==> config.mk <==
export PLATFORM = sky130hd
export DESIGN_NAME = sxr_ctl
export DESIGN_NICKNAME = d
export VERILOG_FILES = /design/src/verilog/sxr_pkg.sv /design/src/verilog/sxr_flag.sv /design/src/verilog/sxr_sync.sv /design/src/verilog/sxr_ctl.sv
export SDC_FILE = /design/constraint.sdc
export NUM_CORES = 1
export LEC_CHECK = 0
export BUFFER_PORTS_ARGS = -buffer_cell sky130_fd_sc_hd__buf_2
export CAP_MARGIN = 20
export CORE_MARGIN = 3
export CORE_UTILIZATION = 30
export CTS_CLUSTER_DIAMETER = 200
export CTS_CLUSTER_SIZE = 28
export DETAILED_ROUTE_END_ITERATION = 16
export PLACE_DENSITY_LB_ADDON = 0.08
export SYNTH_ARGS = -nofsm -noshare
export SYNTH_HDL_FRONTEND = slang
export SYNTH_SLANG_ARGS = --single-unit
==> constraint.sdc <==
create_clock -name clk_i -period 3.37 [get_ports clk_i]
set_input_delay 0.5055 -clock clk_i [delete_from_list [all_inputs] [get_ports clk_i]]
set_output_delay 0.5055 -clock clk_i [all_outputs]
set_load 0.02 [all_outputs]
==> src/verilog/sxr_pkg.sv <==
// constants of the serial transmit/receive control and receive status block
// Summary of operation
// - tx_buf_empty bit 1 shows transmit buffer empty
// - rx_full bit 3 shows received data held
// - irq source: buffer empty or shifter empty
// - bit 5 enables continuous receive mode
// - data_invert bit 6 inverts serial data
// - inversion acts only in modes 001,100,101
// - bit 7 enables the error signal output
// - rx data in bits 7..0, undefined after reset
// - ninth received bit or ID flag at bit 8
// - overrun_flag at bit 12
// - framing bit 13, parity bit 14
// - any_error_flag bit 15 ors three flags
// - mode 000 or receiver off clears errors
// - low byte read clears parity and framing
// - sync and two-wire modes disable error flags
// - bits 9,10 undefined; bit 11 written 0
// - tx_shift_empty shows shifter idle
package sxr_pkg;
  localparam logic [7:0] SXR_IDX_MODE = 8'hA8;
  localparam logic [7:0] SXR_IDX_STAT = 8'hA9;
  localparam logic [7:0] SXR_IDX_TXBUF = 8'hAA;
  localparam logic [7:0] SXR_IDX_CTL = 8'hAD;
  localparam logic [7:0] SXR_IDX_RXBUF = 8'hAE;
  localparam int SXR_B_TX_ON = 0;
  localparam int SXR_B_TX_EMPTY = 1;
  localparam int SXR_B_RX_ON = 2;
  localparam int SXR_B_RX_FULL = 3;
  localparam int SXR_B_IRQ_SEL = 4;
  localparam int SXR_B_CONT_RX = 5;
  localparam int SXR_B_INVERT = 6;
  localparam int SXR_B_ERR_OUT = 7;
  localparam int SXR_B_ID = 8;
  localparam int SXR_B_RESV = 11;
  localparam int SXR_B_OVR = 12;
  localparam int SXR_B_FER = 13;
  localparam int SXR_B_PER = 14;
  localparam int SXR_B_SUM = 15;
  localparam int SXR_B_SHIFT_EMPTY = 0;
  localparam logic [2:0] SXR_MODE_OFF = 3'h0;
  localparam logic [2:0] SXR_MODE_SYNC = 3'h1;
  localparam logic [2:0] SXR_MODE_TWOWIRE = 3'h2;
  localparam logic [2:0] SXR_MODE_ASYNC7 = 3'h4;
  localparam logic [2:0] SXR_MODE_ASYNC8 = 3'h5;
  localparam logic [2:0] SXR_MODE_ASYNC9 = 3'h6;
  localparam logic [7:0] SXR_CTL_RESET = 8'h02;
  localparam logic [2:0] SXR_MODE_RESET = 3'h0;
  localparam logic SXR_LINE_IDLE = 1'h1;
endpackage : sxr_pkg

==> src/verilog/sxr_flag.sv <==
// sticky status flag, a set in the clearing cycle wins
`timescale 1ns/1ps
module sxr_flag (
  input wire logic clk_i,
  input wire logic rst_i,
  input wire logic set_i,
  input wire logic clr_i,
  output logic q_o
);
  always_ff @(posedge clk_i) begin
    if (rst_i) begin
      q_o <= 1'b0;
    end else if (set_i) begin
      q_o <= 1'b1;
    end else if (clr_i) begin
      q_o <= 1'b0;
    end
  end
endmodule : sxr_flag

==> src/verilog/sxr_sync.sv <==
// two-flop synchroniser for a pin level
`timescale 1ns/1ps
module sxr_sync
  import sxr_pkg::*;
(
  input wire logic clk_i,
  input wire logic rst_i,
  input wire logic d_i,
  output logic q_o
);
  logic meta;
  always_ff @(posedge clk_i) begin
    if (rst_i) begin
      meta <= SXR_LINE_IDLE;
      q_o <= SXR_LINE_IDLE;
    end else begin
      meta <= d_i;
      q_o <= meta;
    end
  end
endmodule : sxr_sync

==> src/verilog/sxr_ctl.sv <==
// serial channel control register, transmit buffer and receive buffer with error flags
//
// The Wishbone slave port was left to the implementer.
`timescale 1ns/1ps
module sxr_ctl
  import sxr_pkg::*;
(
  input wire logic clk_i,
  input wire logic rst_i,
  input wire logic wb_cyc_i,
  input wire logic wb_stb_i,
  input wire logic wb_we_i,
  input wire logic [9:0] wb_adr_i,
  input wire logic [3:0] wb_sel_i,
  input wire logic [31:0] wb_dat_i,
  output logic [31:0] wb_dat_o,
  output logic wb_ack_o,
  output logic [8:0] tx_data_o,
  output logic tx_valid_o,
  input wire logic tx_take_i,
  input wire logic tx_shift_busy_i,
  input wire logic tx_ser_i,
  output logic txd_o,
  input wire logic rxd_i,
  output logic rx_ser_o,
  input wire logic rx_done_i,
  input wire logic [8:0] rx_data_i,
  input wire logic rx_fer_i,
  input wire logic rx_per_i,
  output logic tx_on_o,
  output logic rx_on_o,
  output logic [2:0] mode_o,
  output logic cont_rx_o,
  output logic tx_irq_o,
  output logic err_sig_n_o,
  output logic err_oe_o
);
  ////////////////////////////////////////////////////////////////////////////
  // bus decode
  logic [7:0] idx;
  logic req;
  logic wr_fire;
  logic rd_fire;
  logic rd_rx_lo;
  logic [31:0] next_rdata;

  assign idx = wb_adr_i[9:2];
  assign req = wb_cyc_i && wb_stb_i;
  // writes and read side effects happen at the edge where the master sees ack
  assign wr_fire = req && wb_we_i && wb_ack_o;
  assign rd_fire = req && !wb_we_i && wb_ack_o;
  assign rd_rx_lo = rd_fire && (idx == SXR_IDX_RXBUF) && wb_sel_i[0];

  ////////////////////////////////////////////////////////////////////////////
  // control register
  logic tx_on;
  logic rx_on;
  logic irq_sel;
  logic cont_rx;
  logic invert;
  logic err_out_en;
  logic [2:0] mode;
  logic resv;

  always_ff @(posedge clk_i) begin
    if (rst_i) begin
      tx_on <= SXR_CTL_RESET[SXR_B_TX_ON];
      rx_on <= SXR_CTL_RESET[SXR_B_RX_ON];
      irq_sel <= SXR_CTL_RESET[SXR_B_IRQ_SEL];
      cont_rx <= SXR_CTL_RESET[SXR_B_CONT_RX];
      invert <= SXR_CTL_RESET[SXR_B_INVERT];
      err_out_en <= SXR_CTL_RESET[SXR_B_ERR_OUT];
    end else if (wr_fire && idx == SXR_IDX_CTL && wb_sel_i[0]) begin
      tx_on <= wb_dat_i[SXR_B_TX_ON];
      rx_on <= wb_dat_i[SXR_B_RX_ON];
      irq_sel <= wb_dat_i[SXR_B_IRQ_SEL];
      cont_rx <= wb_dat_i[SXR_B_CONT_RX];
      invert <= wb_dat_i[SXR_B_INVERT];
      err_out_en <= wb_dat_i[SXR_B_ERR_OUT];
    end
  end

  always_ff @(posedge clk_i) begin
    if (rst_i) begin
      mode <= SXR_MODE_RESET;
    end else if (wr_fire && idx == SXR_IDX_MODE && wb_sel_i[0]) begin
      mode <= wb_dat_i[2:0];
    end
  end

  // reserved bit is kept so software can read back what it wrote
  always_ff @(posedge clk_i) begin
    if (rst_i) begin
      resv <= 1'b0;
    end else if (wr_fire && idx == SXR_IDX_RXBUF && wb_sel_i[1]) begin
      resv <= wb_dat_i[SXR_B_RESV];
    end
  end

  assign tx_on_o = tx_on;
  assign rx_on_o = rx_on;
  assign mode_o = mode;
  assign cont_rx_o = cont_rx;
  assign err_oe_o = err_out_en;

  ////////////////////////////////////////////////////////////////////////////
  // transmit buffer
  logic tx_buf_empty;
  logic tx_shift_empty;
  logic tx_load;

  assign tx_load = wr_fire && idx == SXR_IDX_TXBUF && wb_sel_i[0];

  always_ff @(posedge clk_i) begin
    if (rst_i) begin
      tx_data_o <= 9'h000;
    end else if (tx_load) begin
      tx_data_o <= {wb_sel_i[1] ? wb_dat_i[SXR_B_ID] : tx_data_o[8], wb_dat_i[7:0]};
    end
  end

  // a load in the cycle the shifter takes the old word keeps the buffer full
  always_ff @(posedge clk_i) begin
    if (rst_i) begin
      tx_buf_empty <= SXR_CTL_RESET[SXR_B_TX_EMPTY];
    end else if (tx_load) begin
      tx_buf_empty <= 1'b0;
    end else if (tx_take_i && tx_valid_o) begin
      tx_buf_empty <= 1'b1;
    end
  end

  assign tx_valid_o = tx_on && !tx_buf_empty;
  assign tx_shift_empty = !tx_shift_busy_i;
  assign tx_irq_o = irq_sel ? tx_shift_empty : tx_buf_empty;

  ////////////////////////////////////////////////////////////////////////////
  // line polarity
  logic inv_eff;
  logic rxd_s;

  sxr_sync u_rxd_sync (
    .clk_i(clk_i),
    .rst_i(rst_i),
    .d_i(rxd_i),
    .q_o(rxd_s)
  );

  // two-wire and 9-bit modes never invert, whatever software left in the bit
  assign inv_eff = invert && (mode == SXR_MODE_SYNC || mode == SXR_MODE_ASYNC7
                              || mode == SXR_MODE_ASYNC8);

  always_ff @(posedge clk_i) begin
    if (rst_i) begin
      txd_o <= SXR_LINE_IDLE;
      rx_ser_o <= SXR_LINE_IDLE;
    end else begin
      txd_o <= tx_ser_i ^ inv_eff;
      rx_ser_o <= rxd_s ^ inv_eff;
    end
  end

  ////////////////////////////////////////////////////////////////////////////
  // receive buffer and error flags
  logic rx_full;
  logic [8:0] rx_data;
  logic err_ok;
  logic err_clr;
  logic ovr;
  logic framing_flag;
  logic parity_flag;
  logic any_err;

  // data has no reset: it reads undefined until the first frame
  always_ff @(posedge clk_i) begin
    if (rx_done_i) begin
      rx_data <= rx_data_i;
    end
  end

  always_ff @(posedge clk_i) begin
    if (rst_i) begin
      rx_full <= SXR_CTL_RESET[SXR_B_RX_FULL];
    end else if (rx_done_i) begin
      rx_full <= 1'b1;
    end else if (rd_rx_lo || !rx_on) begin
      rx_full <= 1'b0;
    end
  end

  // flags live only in asynchronous modes with the receiver on
  assign err_ok = rx_on && mode[2];
  // sync and two-wire modes hold the flags cleared so they read 0
  assign err_clr = (mode == SXR_MODE_OFF) || !rx_on || !mode[2];

  sxr_flag u_ovr (
    .clk_i(clk_i),
    .rst_i(rst_i),
    .set_i(err_ok && rx_done_i && rx_full && !rd_rx_lo),
    .clr_i(err_clr),
    .q_o(ovr)
  );

  sxr_flag u_fer (
    .clk_i(clk_i),
    .rst_i(rst_i),
    .set_i(err_ok && rx_done_i && rx_fer_i),
    .clr_i(err_clr || rd_rx_lo),
    .q_o(framing_flag)
  );

  sxr_flag u_per (
    .clk_i(clk_i),
    .rst_i(rst_i),
    .set_i(err_ok && rx_done_i && rx_per_i),
    .clr_i(err_clr || rd_rx_lo),
    .q_o(parity_flag)
  );

  assign any_err = ovr || framing_flag || parity_flag;

  // error signal is an active-low pulse on the line after a parity fault
  always_ff @(posedge clk_i) begin
    if (rst_i) begin
      err_sig_n_o <= 1'b1;
    end else begin
      err_sig_n_o <= !(err_out_en && err_ok && rx_done_i && rx_per_i);
    end
  end

  ////////////////////////////////////////////////////////////////////////////
  // read mux and ack
  always_comb begin
    next_rdata = 32'h0000_0000;
    unique case (idx)
      SXR_IDX_CTL: begin
        next_rdata[SXR_B_TX_ON] = tx_on;
        next_rdata[SXR_B_TX_EMPTY] = tx_buf_empty;
        next_rdata[SXR_B_RX_ON] = rx_on;
        next_rdata[SXR_B_RX_FULL] = rx_full;
        next_rdata[SXR_B_IRQ_SEL] = irq_sel;
        next_rdata[SXR_B_CONT_RX] = cont_rx;
        next_rdata[SXR_B_INVERT] = invert;
        next_rdata[SXR_B_ERR_OUT] = err_out_en;
      end
      SXR_IDX_RXBUF: begin
        next_rdata[8:0] = rx_data;
        next_rdata[SXR_B_RESV] = resv;
        next_rdata[SXR_B_OVR] = ovr;
        next_rdata[SXR_B_FER] = framing_flag;
        next_rdata[SXR_B_PER] = parity_flag;
        next_rdata[SXR_B_SUM] = any_err;
      end
      SXR_IDX_MODE: next_rdata[2:0] = mode;
      SXR_IDX_STAT: next_rdata[SXR_B_SHIFT_EMPTY] = tx_shift_empty;
      SXR_IDX_TXBUF: next_rdata[8:0] = tx_data_o;
      default: next_rdata = 32'h0000_0000;
    endcase
  end

  // unmapped addresses are acked with zero data and writes dropped
  always_ff @(posedge clk_i) begin
    if (rst_i) begin
      wb_ack_o <= 1'b0;
      wb_dat_o <= 32'h0000_0000;
    end else begin
      wb_ack_o <= req && !wb_ack_o;
      wb_dat_o <= next_rdata;
    end
  end

  ////////////////////////////////////////////////////////////////////////////
  // checks
  AST_ACK_ONE: assert property (@(posedge clk_i) disable iff (rst_i)
    req && !wb_ack_o |=> wb_ack_o ##1 !wb_ack_o)
    else $error("ack not a single cycle after request");

  AST_TX_LOAD: assert property (@(posedge clk_i) disable iff (rst_i)
    tx_load |=> !tx_buf_empty && tx_valid_o == tx_on)
    else $error("tx buffer still empty after load");

  AST_RX_DONE: assert property (@(posedge clk_i) disable iff (rst_i)
    rx_done_i |=> rx_full && rx_data == $past(rx_data_i))
    else $error("received word not held");

  AST_IRQ_DONE: assert property (@(posedge clk_i) disable iff (rst_i)
    irq_sel && tx_shift_busy_i |-> !tx_irq_o)
    else $error("tx irq while shifter busy");

  AST_NO_INV: assert property (@(posedge clk_i) disable iff (rst_i)
    (mode == SXR_MODE_TWOWIRE || mode == SXR_MODE_ASYNC9) |=> txd_o == $past(tx_ser_i))
    else $error("line inverted in a mode without inversion");

  AST_OVERRUN: assert property (@(posedge clk_i) disable iff (rst_i)
    err_ok && rx_done_i && rx_full && !rd_rx_lo |=> ovr)
    else $error("overrun not flagged");

  AST_SUM: assert property (@(posedge clk_i) disable iff (rst_i)
    any_err == (ovr || framing_flag || parity_flag))
    else $error("error sum disagrees with flags");

  AST_RX_OFF: assert property (@(posedge clk_i) disable iff (rst_i)
    !rx_on |=> !ovr && !framing_flag && !parity_flag)
    else $error("error flag survives receiver off");

  AST_RD_CLR: assert property (@(posedge clk_i) disable iff (rst_i)
    rd_rx_lo && !rx_done_i |=> !framing_flag && !parity_flag)
    else $error("low byte read left parity or framing set");

  AST_SYNC_OFF: assert property (@(posedge clk_i) disable iff (rst_i)
    $stable(mode) && (mode == SXR_MODE_SYNC) && $past(mode == SXR_MODE_SYNC)
    |-> !ovr && !framing_flag && !parity_flag)
    else $error("error flag raised in synchronous mode");
endmodule : sxr_ctl

## Yosys cells after proc, flatten, opt, wreduce, memory -nomap -nowiden

Index checks and enable logic that the tools add are counted.

- Equality and inequality tests: 8
- Mux-type cells: 14
- Bitwise operators: 3
- Reduce and logical (&&, ||, !) cells: 52

Operators with widths:

| kind | count |
|---|---|
| 8-bit == test, second input constant | 5 |
| 1-bit logical AND | 28 |
| 5-bit one-hot mux with 3 select lines | 1 |
| 1-bit 2-to-1 mux | 10 |
| 2-bit nonzero test | 5 |
| 1-bit logical NOT | 8 |
| 1-bit logical OR | 8 |
| 2-bit one-hot mux with 4 select lines | 1 |
| 3-bit == test, second input constant | 2 |
| 1-bit one-hot mux with 5 select lines | 1 |
| 3-bit by 1-bit == test with 1-bit output, second input constant | 1 |
| 3-bit logical NOT | 1 |
| 1-bit one-hot mux with 2 select lines | 1 |
| 2-bit AND reduction | 1 |
| 2-bit OR reduction | 1 |
| 1-bit XOR | 2 |
| 1-bit NOT | 1 |

- Register bits after elaboration: 71
- Input port bits: 67

## Logic depth before layout (Yosys ltp)

Gate-level depths: netlist of the first run.

- Word-level depth: 8
- Gate-level depth with buffers: 6
- Depth with buffers taken out: 4

## Modules after synthesis

From an unflattened synthesis of the first run, not the netlist that was laid out.

- Cells, all modules: 230
- Area, all modules: 2379.8 um2

By module, submodules not included:

| module | times used | cells an instance | area each (um2) | seq. area each (um2) |
|---|---|---|---|---|
| sxr_ctl | 1 | 214 | 2210.9 | 1051.0 |
| sxr_flag | 3 | 4 | 38.8 | 20.0 |
| sxr_sync | 1 | 4 | 52.6 | 40.0 |

## Least setup slack after synthesis of the first run

Ideal clock, no wire load.

- Kind: in2reg
- Start point: input port wb_adr_i[2]
- End point: register u_ovr.q_o
- Arrival: 1.444 ns
- Required time: 3.253 ns
- Slack: 1.808 ns
- Stages on the path: 5
- Path buffers: 1
- Cells stage by stage: buf_6 > nand4b_2 > nor4_2 > nor3_1 > a32o_1

- Cells in the longest elaborated chain, start to end: 6

RTL lines:

| element | RTL line | source |
|---|---|---|
| from (decl) | sxr_ctl.sv:13 | `input wire logic [9:0] wb_adr_i,` |
| 8-bit == test * | sxr_ctl.sv:52 | `assign rd_rx_lo = rd_fire && (idx == SXR_IDX_RXBUF) && wb_sel_i[0];` |
| 1-bit logical AND * (2 in series) | sxr_ctl.sv:52 |  |
| 1-bit logical NOT * | sxr_ctl.sv:199 | `.set_i(err_ok && rx_done_i && rx_full && !rd_rx_lo),` |
| 1-bit logical AND * | sxr_ctl.sv:199 |  |
| 1-bit 2-to-1 mux / 2-bit nonzero test (equally long branches) | n/a |  |
| to (signal assigned) | sxr_flag.sv:12 | `q_o <= 1'b0;` |
| to (signal assigned) | sxr_flag.sv:14 | `q_o <= 1'b1;` |
| to (signal assigned) | sxr_flag.sv:16 | `q_o <= 1'b0;` |
| to (decl) | sxr_flag.sv:8 | `output logic q_o` |

Mark *: on every way between the ends. The rest lies on a longest branch, timed or not.
A chain may end at the register's enable or synchronous reset.

## Worst setup path after layout of the first run

- Start point: register irq_sel
- End point: output port tx_irq_o

- Cells in the longest elaborated chain, start to end: 1

RTL lines:

| element | RTL line | source |
|---|---|---|
| from (decl) | sxr_ctl.sv:58 | `logic irq_sel;` |
| from (signal assigned) | sxr_ctl.sv:69 | `irq_sel <= SXR_CTL_RESET[SXR_B_IRQ_SEL];` |
| from (signal assigned) | sxr_ctl.sv:76 | `irq_sel <= wb_dat_i[SXR_B_IRQ_SEL];` |
| 1-bit 2-to-1 mux | sxr_ctl.sv:135 | `assign tx_irq_o = irq_sel ? tx_shift_empty : tx_buf_empty;` |
| to (decl) | sxr_ctl.sv:34 | `output logic tx_irq_o,` |

Every way passes these cells.

==> results of run 1 <==
-- flip-flops by register name, indices dropped and copies added (netlist names), 3 cells and up --
name       count
tx_data_o      9
mode_o         3
rx_data        9
wb_dat_o      14
-- per-stage QoR --
step	hold slack (ns)	util [%]	cells	area, sq um	total power [mW]
final	0.3685	38.53	373	2690	1.096
after floorplan	0.3895	-	219	2288	0.7339
after detailed placement	0.4001	37.28	365	2603	0.7560
after CTS	0.3584	38.53	373	2690	1.115
after global placement	0.3967	37.28	365	2603	0.7555
after global routing	0.3649	38.53	373	2690	1.144
-- placed cells by master, fill, tap and decap left out, types with 3 or more instances in the layout --
cell,synthesis,routed
nand3_1,3,3
conb_1,1,18
edfxtp_1,9,9
dfxtp_1,44,44
clkbuf_8,0,5
a32o_1,4,4
and2_1,6,6
nand4_1,5,5
nor2_1,30,30
buf_2,1,76
nand2_1,9,9
a222oi_1,7,7
mux2i_1,19,19
-- final timing paths --
| kind | startpoint | endpoint | slack, ns | depth (start not counted) |
|---|---|---|---|---|
| hold / removal | rx_data_i[6] | rx_data[6]$_DFFE_PP_ | 0.37 | 1 |
| hold reg to reg | u_rxd_sync.meta$_SDFF_PP1_ | u_rxd_sync.q_o$_SDFF_PP1_ | 0.42 | 1 |
| setup / recovery | irq_sel$_SDFFE_PP0P_ | tx_irq_o | 1.79 | 3 |
| setup reg to reg | wb_ack_o$_SDFF_PP0_ | mode_o[1]$_SDFFE_PP0P_ | 1.97 | 4 |
-- layer usage --
metal	vias up	share of wire, %	routed length [microns]	track usage (%)
li1	839	-	-	-
met3	7	7.8	427	3.035
met4	0	1.1	62	3.713
met1	759	48	2639	18.16
met5	-	0	0	0
met2	69	43	2325	19.89
-- area by class of cell --
type | count | area (sq um)
inverter | 2 | 7.507
sequential | 53 | 1151
clock inverter | 2 | 15.01
fill | 735 | 4292
timing repair buffer | 77 | 387.9
multi-input combinational | 137 | 935.9
clock buffer | 6 | 72.57
tap | 96 | 120.1
-- power groups by stage --
stage | combinational [mW] | clock (mW) | sequential [mW]
2_1_floorplan | 0.0589 | 0 | 0.675
3_3_place_gp | 0.0818 | 0 | 0.674
3_5_place_dp | 0.0820 | 0 | 0.674
4_1_cts | 0.0822 | 0.374 | 0.659
5_1_grt | 0.0897 | 0.394 | 0.660
6_report | 0.0813 | 0.356 | 0.659
-- logic make-up after synthesis --
group | share of synthesized area [%]
flip-flops | 51.74
other | 0.1686
multiplexers | 9.561
buffers and inverters | 9.055
AND/OR/NAND/NOR | 19.97
AO/OA/AOI/OAI | 8.325
XOR/XNOR | 1.181
-- worst max-delay path, stage by stage (launching register included) --
cell and delay (ns):
dfxtp_1 0.42, nor2_1 0.06, a21oi_1 0.12, buf_2 0.18
==> summary.txt, run 1 <==
Global routing
  • Initial antenna violation count: 0
  • Vias in the first global route: 1606
  • Global-route usage over all layers: 12.97%
  • Largest net degree at the start of global routing: 27
  • Grt ovf: 0
  • First-pass GRT wire length: 8466 microns

CTS
  • Sink Count: 53
  • Clock transition at path regs: 0.10 ns
  • H-tree depth: 2
  • Post-CTS Resized: 0
  • Setup Fix Bufs, Post-CTS: 0
  • Post-CTS Hold Buffers: 0
  • CTS tree: yes
  • Total CTS buffers: 5
  • Worst skew pair latency: 0.30 ns
  • Clock tree buffer depth: 2
  • CTS root buf: clkbuf_8

Power
  • Pwr dens: 407.5 nW/um^2
  • Int Pwr: 831.0 uW
  • Leakage: 1.280 nW
  • Part of the power in registers: 60.1%
  • Clock share of power: 32.5%
  • Sw Ratio: 24.20%
  • Peak VDD IR: 0.1718 mV
  • Psw: 265.3 uW
  • Comb power frac: 7.4%

Synth
  • Synth cell types: 46
  • Yosys top cell area share: 39.60%
  • Synth Area per Inst: 11.01 sq um
  • Yosys warning count: 0
  • Sequential fraction of the synthesis area: 51.74%
  • Synth cell count leaders: 44 x dfxtp_1, 30 x nor2_1, 20 x buf_4
  • Yosys reg bits: 53
  • Ranking of synthesized cells by area: dfxtp_1 40%, edfxtp_1 12%, mux2i_1 8.5%, buf_4 6.7%, nor2_1 5.1%
  • Post-synthesis cell count: 202
  • FFs w/ async S/R, synth: 0%
  • Yosys top cell by area: dfxtp_1
  • Ys flop type: dfxtp_1
  • Post-Syn Area: 2225 sq um
  • Most frequent cell after synthesis: dfxtp_1
  • Post-synth EDFFs: 9

Route
  • # DRC: 0
  • Pre-antenna DRT Iters: 4
  • Post-route antenna net violation count: 0
  • Vias: 1674
  • DR iter-0 viols: 115
  • DR WL/cell: 14.62 microns
  • Via density: 4.488
  • DRT Wirelength: 5455 microns

Flow run
  • Max capacitance violation total: 0

STA
  • Period utilization: 46.96%
  • Tightest Pin Transition: 0.6512 ns
  • Min Tclk post-route: 1.583 ns
  • RSZ-0062 raised after global routing: no
  • Setup tns final: 0 ns
  • Setup WS post-layout: 1.787 ns
  • Max-slew violations: 0
  • Final Hold Fails: 0
  • Slew HR: 56.25%
  • Final setup viols: 0
  • Fin Clk Skew: 0.005032 ns
  • FMAX: 631.9 MHz

Critical path
  • Endpoint class of the critical path: output pin
  • Startpoint types: flip-flop
  • Critical Path AT: 1.08 ns
  • Kind of critical path: flip-flop to output pin
  • CP Data Required Time: 2.86 ns
  • Crit-path max FO: 4

Floorplanning
  • Chip width: 92.11 microns
  • Die height: 92.11 microns
  • Die footprint: 8484 sq um
  • Initial core utilization: 31.86%
  • CORE AREA: 6982 sq um
  • Rows: 30
  • Ports: 121

Place
  • Gpl congestion: 0.7178
  • PortBufs: 76
  • Dpl ws: 1.482 ns
  • DPL Wire Length: 4074 microns

Cells and area
  • Diodes inserted: 0
  • Layout cells sized above 1: 35.02%
  • Synth-to-Final Area Change: 20.92%
  • # nets final: 343

Hold path
  • Hold WC Path Type: primary input to flip-flop

Outcome
  • Outcome: finished clean
(Power assumes the default switching activity.)
==> run 2: changes to the inputs <==
clock period = 1.4 ns   (was 3.37 ns; I/O delays follow)
==> summary.txt, run 2 (same netlist as run 1, synthesis figures left out) <==
Power
  • Sw Ratio: 24.68%
  • Clock share of power: 34.5%
  • Total power draw: 2.764 mW
  • Part of the power in registers: 57.4%
  • Leakage: 1.404 nW
  • Peak VDD IR: 0.5844 mV
  • Int Pwr: 2.082 mW
  • Comb power frac: 8.1%
  • Pwr dens: 961.3 nW/um^2
  • Psw: 682.1 uW

Cells and area
  • Final instance area: 2875 sq um
  • Multi-input gate area: 938.4 sq um
  • Synth-to-Final Area Change: 29.25%
  • Post-Route Utilization: 41.18%
  • Diodes inserted: 0
  • Layout cells sized above 1: 40.27%
  • Register area: 1151 sq um
  • Most common cell after layout, fill and taps aside: buf_2
  • # nets final: 364
  • Biggest registers after layout: wb_dat_o (14), rx_data (9), tx_data_o (9)
  • Fill count: 723
  • Max reg flops: 14
  • Commonest non-fill, non-tap cells in the layout: 76 x buf_2, 44 x dfxtp_1, 30 x nor2_1, 21 x buf_4, 19 x mux2i_1
  • Biggest register: wb_dat_o

CTS
  • Total CTS buffers: 5
  • Clock tree buffer depth: 2
  • Post-CTS Hold Buffers: 0
  • Sink Count: 53
  • CTS root buf: clkbuf_8
  • H-tree depth: 2
  • Clock transition at path regs: 0.10 ns
  • CTS tree: yes
  • Setup Fix Bufs, Post-CTS: 0
  • Worst skew pair latency: 0.31 ns
  • Post-CTS Resized: 0

Floorplanning
  • Die footprint: 8484 sq um
  • Die height: 92.11 microns
  • Initial core utilization: 31.86%
  • Chip width: 92.11 microns
  • Rows: 30
  • Ports: 121
  • CORE AREA: 6982 sq um

Critical path
  • Endpoint class of the critical path: output pin
  • R2r setup slk: 0.12 ns
  • Critical path's slowest cell: dfxtp_1
  • Crit-path max FO: 4
  • Crit-path max cell delay: 0.43 ns
  • Crit-path cells: nor2_1 > a21oi_1 > buf_2
  • Critical Path AT: 1.09 ns
  • Startpoint types: flip-flop
  • CP Data Required Time: 1.19 ns
  • Kind of critical path: flip-flop to output pin

STA
  • Final setup viols: 0
  • Final Hold Fails: 0
  • Fin Clk Skew: 0.003645 ns
  • Max-slew violations: 0
  • FMAX: 767.7 MHz
  • Period utilization: 93.05%
  • Worst-case hold slack: 0.06574 ns
  • RSZ-0062 raised after global routing: no
  • Min Tclk post-route: 1.303 ns

Global routing
  • Largest net degree at the start of global routing: 20
  • Vias in the first global route: 1646
  • First-pass GRT wire length: 8811 microns
  • Grt ovf: 0
  • Global-route usage over all layers: 13.56%
  • Initial antenna violation count: 0

Route
  • # DRC: 0
  • DRT Wirelength: 5763 microns
  • Post-route antenna net violation count: 0
  • Via density: 4.386
  • DR WL/cell: 14.63 microns
  • Pre-antenna DRT Iters: 4
  • DR iter-0 viols: 96
  • Vias: 1728

Place
  • DPL Wire Length: 4222 microns
  • PortBufs: 76
  • Placed Area: 2773 sq um
  • Gpl congestion: 0.7166

Flow run
  • Max capacitance violation total: 0

Outcome
  • Outcome: finished clean

Hold path
  • Hold WC Path Type: primary input to flip-flop
-- run 2: worst max-delay path: cells and delay by family, from the launching register on --
kind | cells | cell delay, ns
flip-flops | 1 | 0.43
AND/OR/NAND/NOR | 1 | 0.07
AO/OA/AOI/OAI | 1 | 0.11
buffers and inverters | 1 | 0.18
-- run 2: routing by layer --
layer | up-vias | part of all wire (%) | GRT usage, % | wire, microns
met5 | - | 0 | 0 | 0
met4 | 0 | 1.6 | 4.208 | 91
met3 | 8 | 8.2 | 4.184 | 471
met2 | 73 | 42 | 19.83 | 2420
met1 | 762 | 48 | 19.01 | 2780
li1 | 885 | - | - | -
-- run 2: path summary, 6_finish.rpt --
path / start / to / depth (start not counted)
hold / removal: rx_data_i[7] / rx_data[7]$_DFFE_PP_ / 1
setup reg to reg: wb_ack_o$_SDFF_PP0_ / tx_data_o[5]$_SDFFE_PP0P_ / 5
setup / recovery: irq_sel$_SDFFE_PP0P_ / tx_irq_o / 3
hold reg to reg: u_rxd_sync.meta$_SDFF_PP1_ / u_rxd_sync.q_o$_SDFF_PP1_ / 1
-- run 2: area by class of cell --
class | instances | area share (%)
Multi-Input combinational cell | 137 | 32.64
Tap cell | 96 | 4.178
Inverter | 2 | 0.2611
Sequential cell | 53 | 40.03
Clock buffer | 6 | 2.872
Timing Repair Buffer | 98 | 19.41
Clock inverter | 2 | 0.6092
-- run 2: stage by stage --
step | setup WS (ns) | setup TNS (ns) | instances
floorplan | 0.02202 | 0 | 219
global placement | -0.1215 | -0.4502 | 386
detailed placement | -0.09714 | -0.3496 | 386
CTS | 0.007740 | 0 | 394
global route | 0.002395 | 0 | 394
finish | 0.09734 | 0 | 394
-- run 2: power by group through the flow --
stage / clock [mW] / combinational (mW) / sequential (mW)
2_1_floorplan: 0 / 0.142 / 1.62
3_5_place_dp: 0 / 0.224 / 1.62
5_1_grt: 1.05 / 0.246 / 1.59
6_report: 0.953 / 0.225 / 1.59
4_1_cts: 0.993 / 0.225 / 1.59
3_3_place_gp: 0 / 0.224 / 1.62
==> run 3: changes to the inputs <==
clock period = 1.3 ns   (was 1.4 ns; I/O delays follow)
==> summary.txt, run 3 (same netlist as run 1, synthesis figures left out) <==
Outcome
  • Outcome: finished clean

Floorplanning
  • Ports: 121
  • Chip width: 92.11 microns
  • Rows: 30
  • Initial core utilization: 31.86%
  • Die footprint: 8484 sq um
  • Die height: 92.11 microns
  • CORE AREA: 6982 sq um

Route
  • # DRC: 0
  • Via density: 4.510
  • DRT Wirelength: 5660 microns
  • DR iter-0 viols: 94
  • Pre-antenna DRT Iters: 6
  • Vias: 1777
  • DR WL/cell: 14.37 microns
  • Post-route antenna net violation count: 0

Global routing
  • Global-route usage over all layers: 13.59%
  • Largest net degree at the start of global routing: 17
  • Grt ovf: 0
  • Initial antenna violation count: 0
  • First-pass GRT wire length: 8894 microns
  • Vias in the first global route: 1699

STA
  • Period utilization: 93.32%
  • Min Tclk post-route: 1.213 ns
  • FMAX: 824.3 MHz
  • Fin Clk Skew: 0.006859 ns
  • Final Hold Fails: 0
  • Final setup viols: 0
  • Setup tns final: 0 ns
  • Worst-case hold slack: 0.05458 ns
  • Max-slew violations: 0

Place
  • PortBufs: 76
  • Gpl congestion: 0.7373
  • Placed Area: 2766 sq um
  • DPL Wire Length: 4250 microns

Cells and area
  • Biggest register: wb_dat_o
  • Synth-to-Final Area Change: 29.64%
  • Post-Route Utilization: 41.31%
  • Fill count: 733
  • Register area: 1155 sq um
  • Commonest non-fill, non-tap cells in the layout: 75 x buf_2, 41 x dfxtp_1, 30 x nor2_1, 21 x buf_4, 19 x mux2i_1
  • Most common cell after layout, fill and taps aside: buf_2
  • Diodes inserted: 0
  • Layout cells sized above 1: 41.28%
  • # nets final: 364
  • Biggest registers after layout: wb_dat_o (14), rx_data (9), tx_data_o (9)
  • Max reg flops: 14
  • Multi-input gate area: 943.4 sq um
  • Final instance area: 2884 sq um

Power
  • Leakage: 1.402 nW
  • Total power draw: 2.939 mW
  • Pwr dens: 1019 nW/um^2
  • Peak VDD IR: 0.4279 mV

CTS
  • CTS tree: yes
  • Total CTS buffers: 5
  • Post-CTS Hold Buffers: 0
  • Clock transition at path regs: 0.10 ns
  • Clock tree buffer depth: 2
  • Worst skew pair latency: 0.31 ns
  • Sink Count: 53
  • CTS root buf: clkbuf_8
  • H-tree depth: 2

Critical path
  • R2r setup slk: 0.09 ns
  • Endpoint class of the critical path: output pin
  • Startpoint types: flip-flop
  • Kind of critical path: flip-flop to output pin
  • Critical path's slowest cell: dfxtp_2
  • Crit-path max FO: 4
  • Crit-path max cell delay: 0.38 ns
  • Reg2reg path depth: 5
  • End of the worst register-to-register path: tx_data_o[3]$_SDFFE_PP0P_
  • R2r startpoint: wb_ack_o$_SDFF_PP0_
  • Top Family by Delay on Critical Path: flip-flops
  • Critical Path AT: 1.02 ns
  • Worst Path Buf+Inv: 1
  • Crit-path cells: nor2_1 > a21oi_1 > buf_4
  • CP Data Required Time: 1.11 ns

Hold path
  • Hold WC Path Type: primary input to flip-flop
  • Startpoint of the lowest-slack hold path: rx_data_i[7]
  • WHS Path Cells: 1
  • WHS Endpoint: rx_data[7]$_DFFE_PP_

Flow run
  • Max capacitance violation total: 0
[run 3: what timing repair did]
item | 4_1_cts | 5_1_grt
pin swaps | 2 | 0
hold endpoints to repair | 0 | 0
gates resized for setup | 3 | 4
setup endpoints to repair | 12 | 12
buffers inserted | 1 | 0
[run 3: layout make-up]
class / count / share of cell area (%)
Multi-Input combinational cell: 137 / 32.71
Clock inverter: 1 / 0.2603
Inverter: 2 / 0.2603
Timing Repair Buffer: 98 / 19.57
Clock buffer: 7 / 2.993
Sequential cell: 53 / 40.04
Tap cell: 96 / 4.165
[run 3: per-stage QoR]
step / worst slack [ns] / cells
6_report: 0.08681 / 394
5_1_grt: -0.001504 / 394
4_1_cts: 0.01920 / 394
3_5_place_dp: -0.1839 / 385
3_3_place_gp: -0.2122 / 385
2_1_floorplan: 0.01665 / 219
[run 3: report_power, final]
group	internal, mW	switching, mW
clock	0.434	0.548
combinational	0.104	0.145
sequential	1.70	0.00933
total	2.24	0.702
[run 3: worst register-to-register path, stage by stage, from the launching register on]
cell and delay [ns]:
dfxtp_2 0.35, and4_4 0.25, nand4_1 0.12, buf_6 0.18
mux2i_1 0.16, nor2_1 0.05
[run 3: worst max-delay path by stage]
stage / startpoint / depth (start not counted) / slack, ns / endpoint
floorplan: wb_ack_o$_SDFF_PP0_ / 6 / 0.02 / tx_data_o[7]$_SDFFE_PP0P_
detailed placement: wb_adr_i[6] / 6 / -0.18 / u_ovr.q_o$_SDFFE_PP0P_
global route: wb_ack_o$_SDFF_PP0_ / 5 / -0.002 / tx_data_o[5]$_SDFFE_PP0P_
CTS: wb_ack_o$_SDFF_PP0_ / 5 / 0.02 / tx_data_o[3]$_SDFFE_PP0P_
global placement: wb_adr_i[6] / 6 / -0.21 / u_ovr.q_o$_SDFFE_PP0P_
finish: irq_sel$_SDFFE_PP0P_ / 3 / 0.09 / tx_irq_o
[run 3: routing by layer]
| layer | up-vias | share of wire (%) | track usage [%] | wire (microns) |
|---|---|---|---|---|
| met4 | 0 | 1.3 | 4.455 | 72 |
| met5 | - | 0 | 0 | 0 |
| li1 | 876 | - | - | - |
| met1 | 818 | 46 | 19.03 | 2619 |
| met2 | 77 | 44 | 20.56 | 2494 |
| met3 | 6 | 8.4 | 3.199 | 474 |
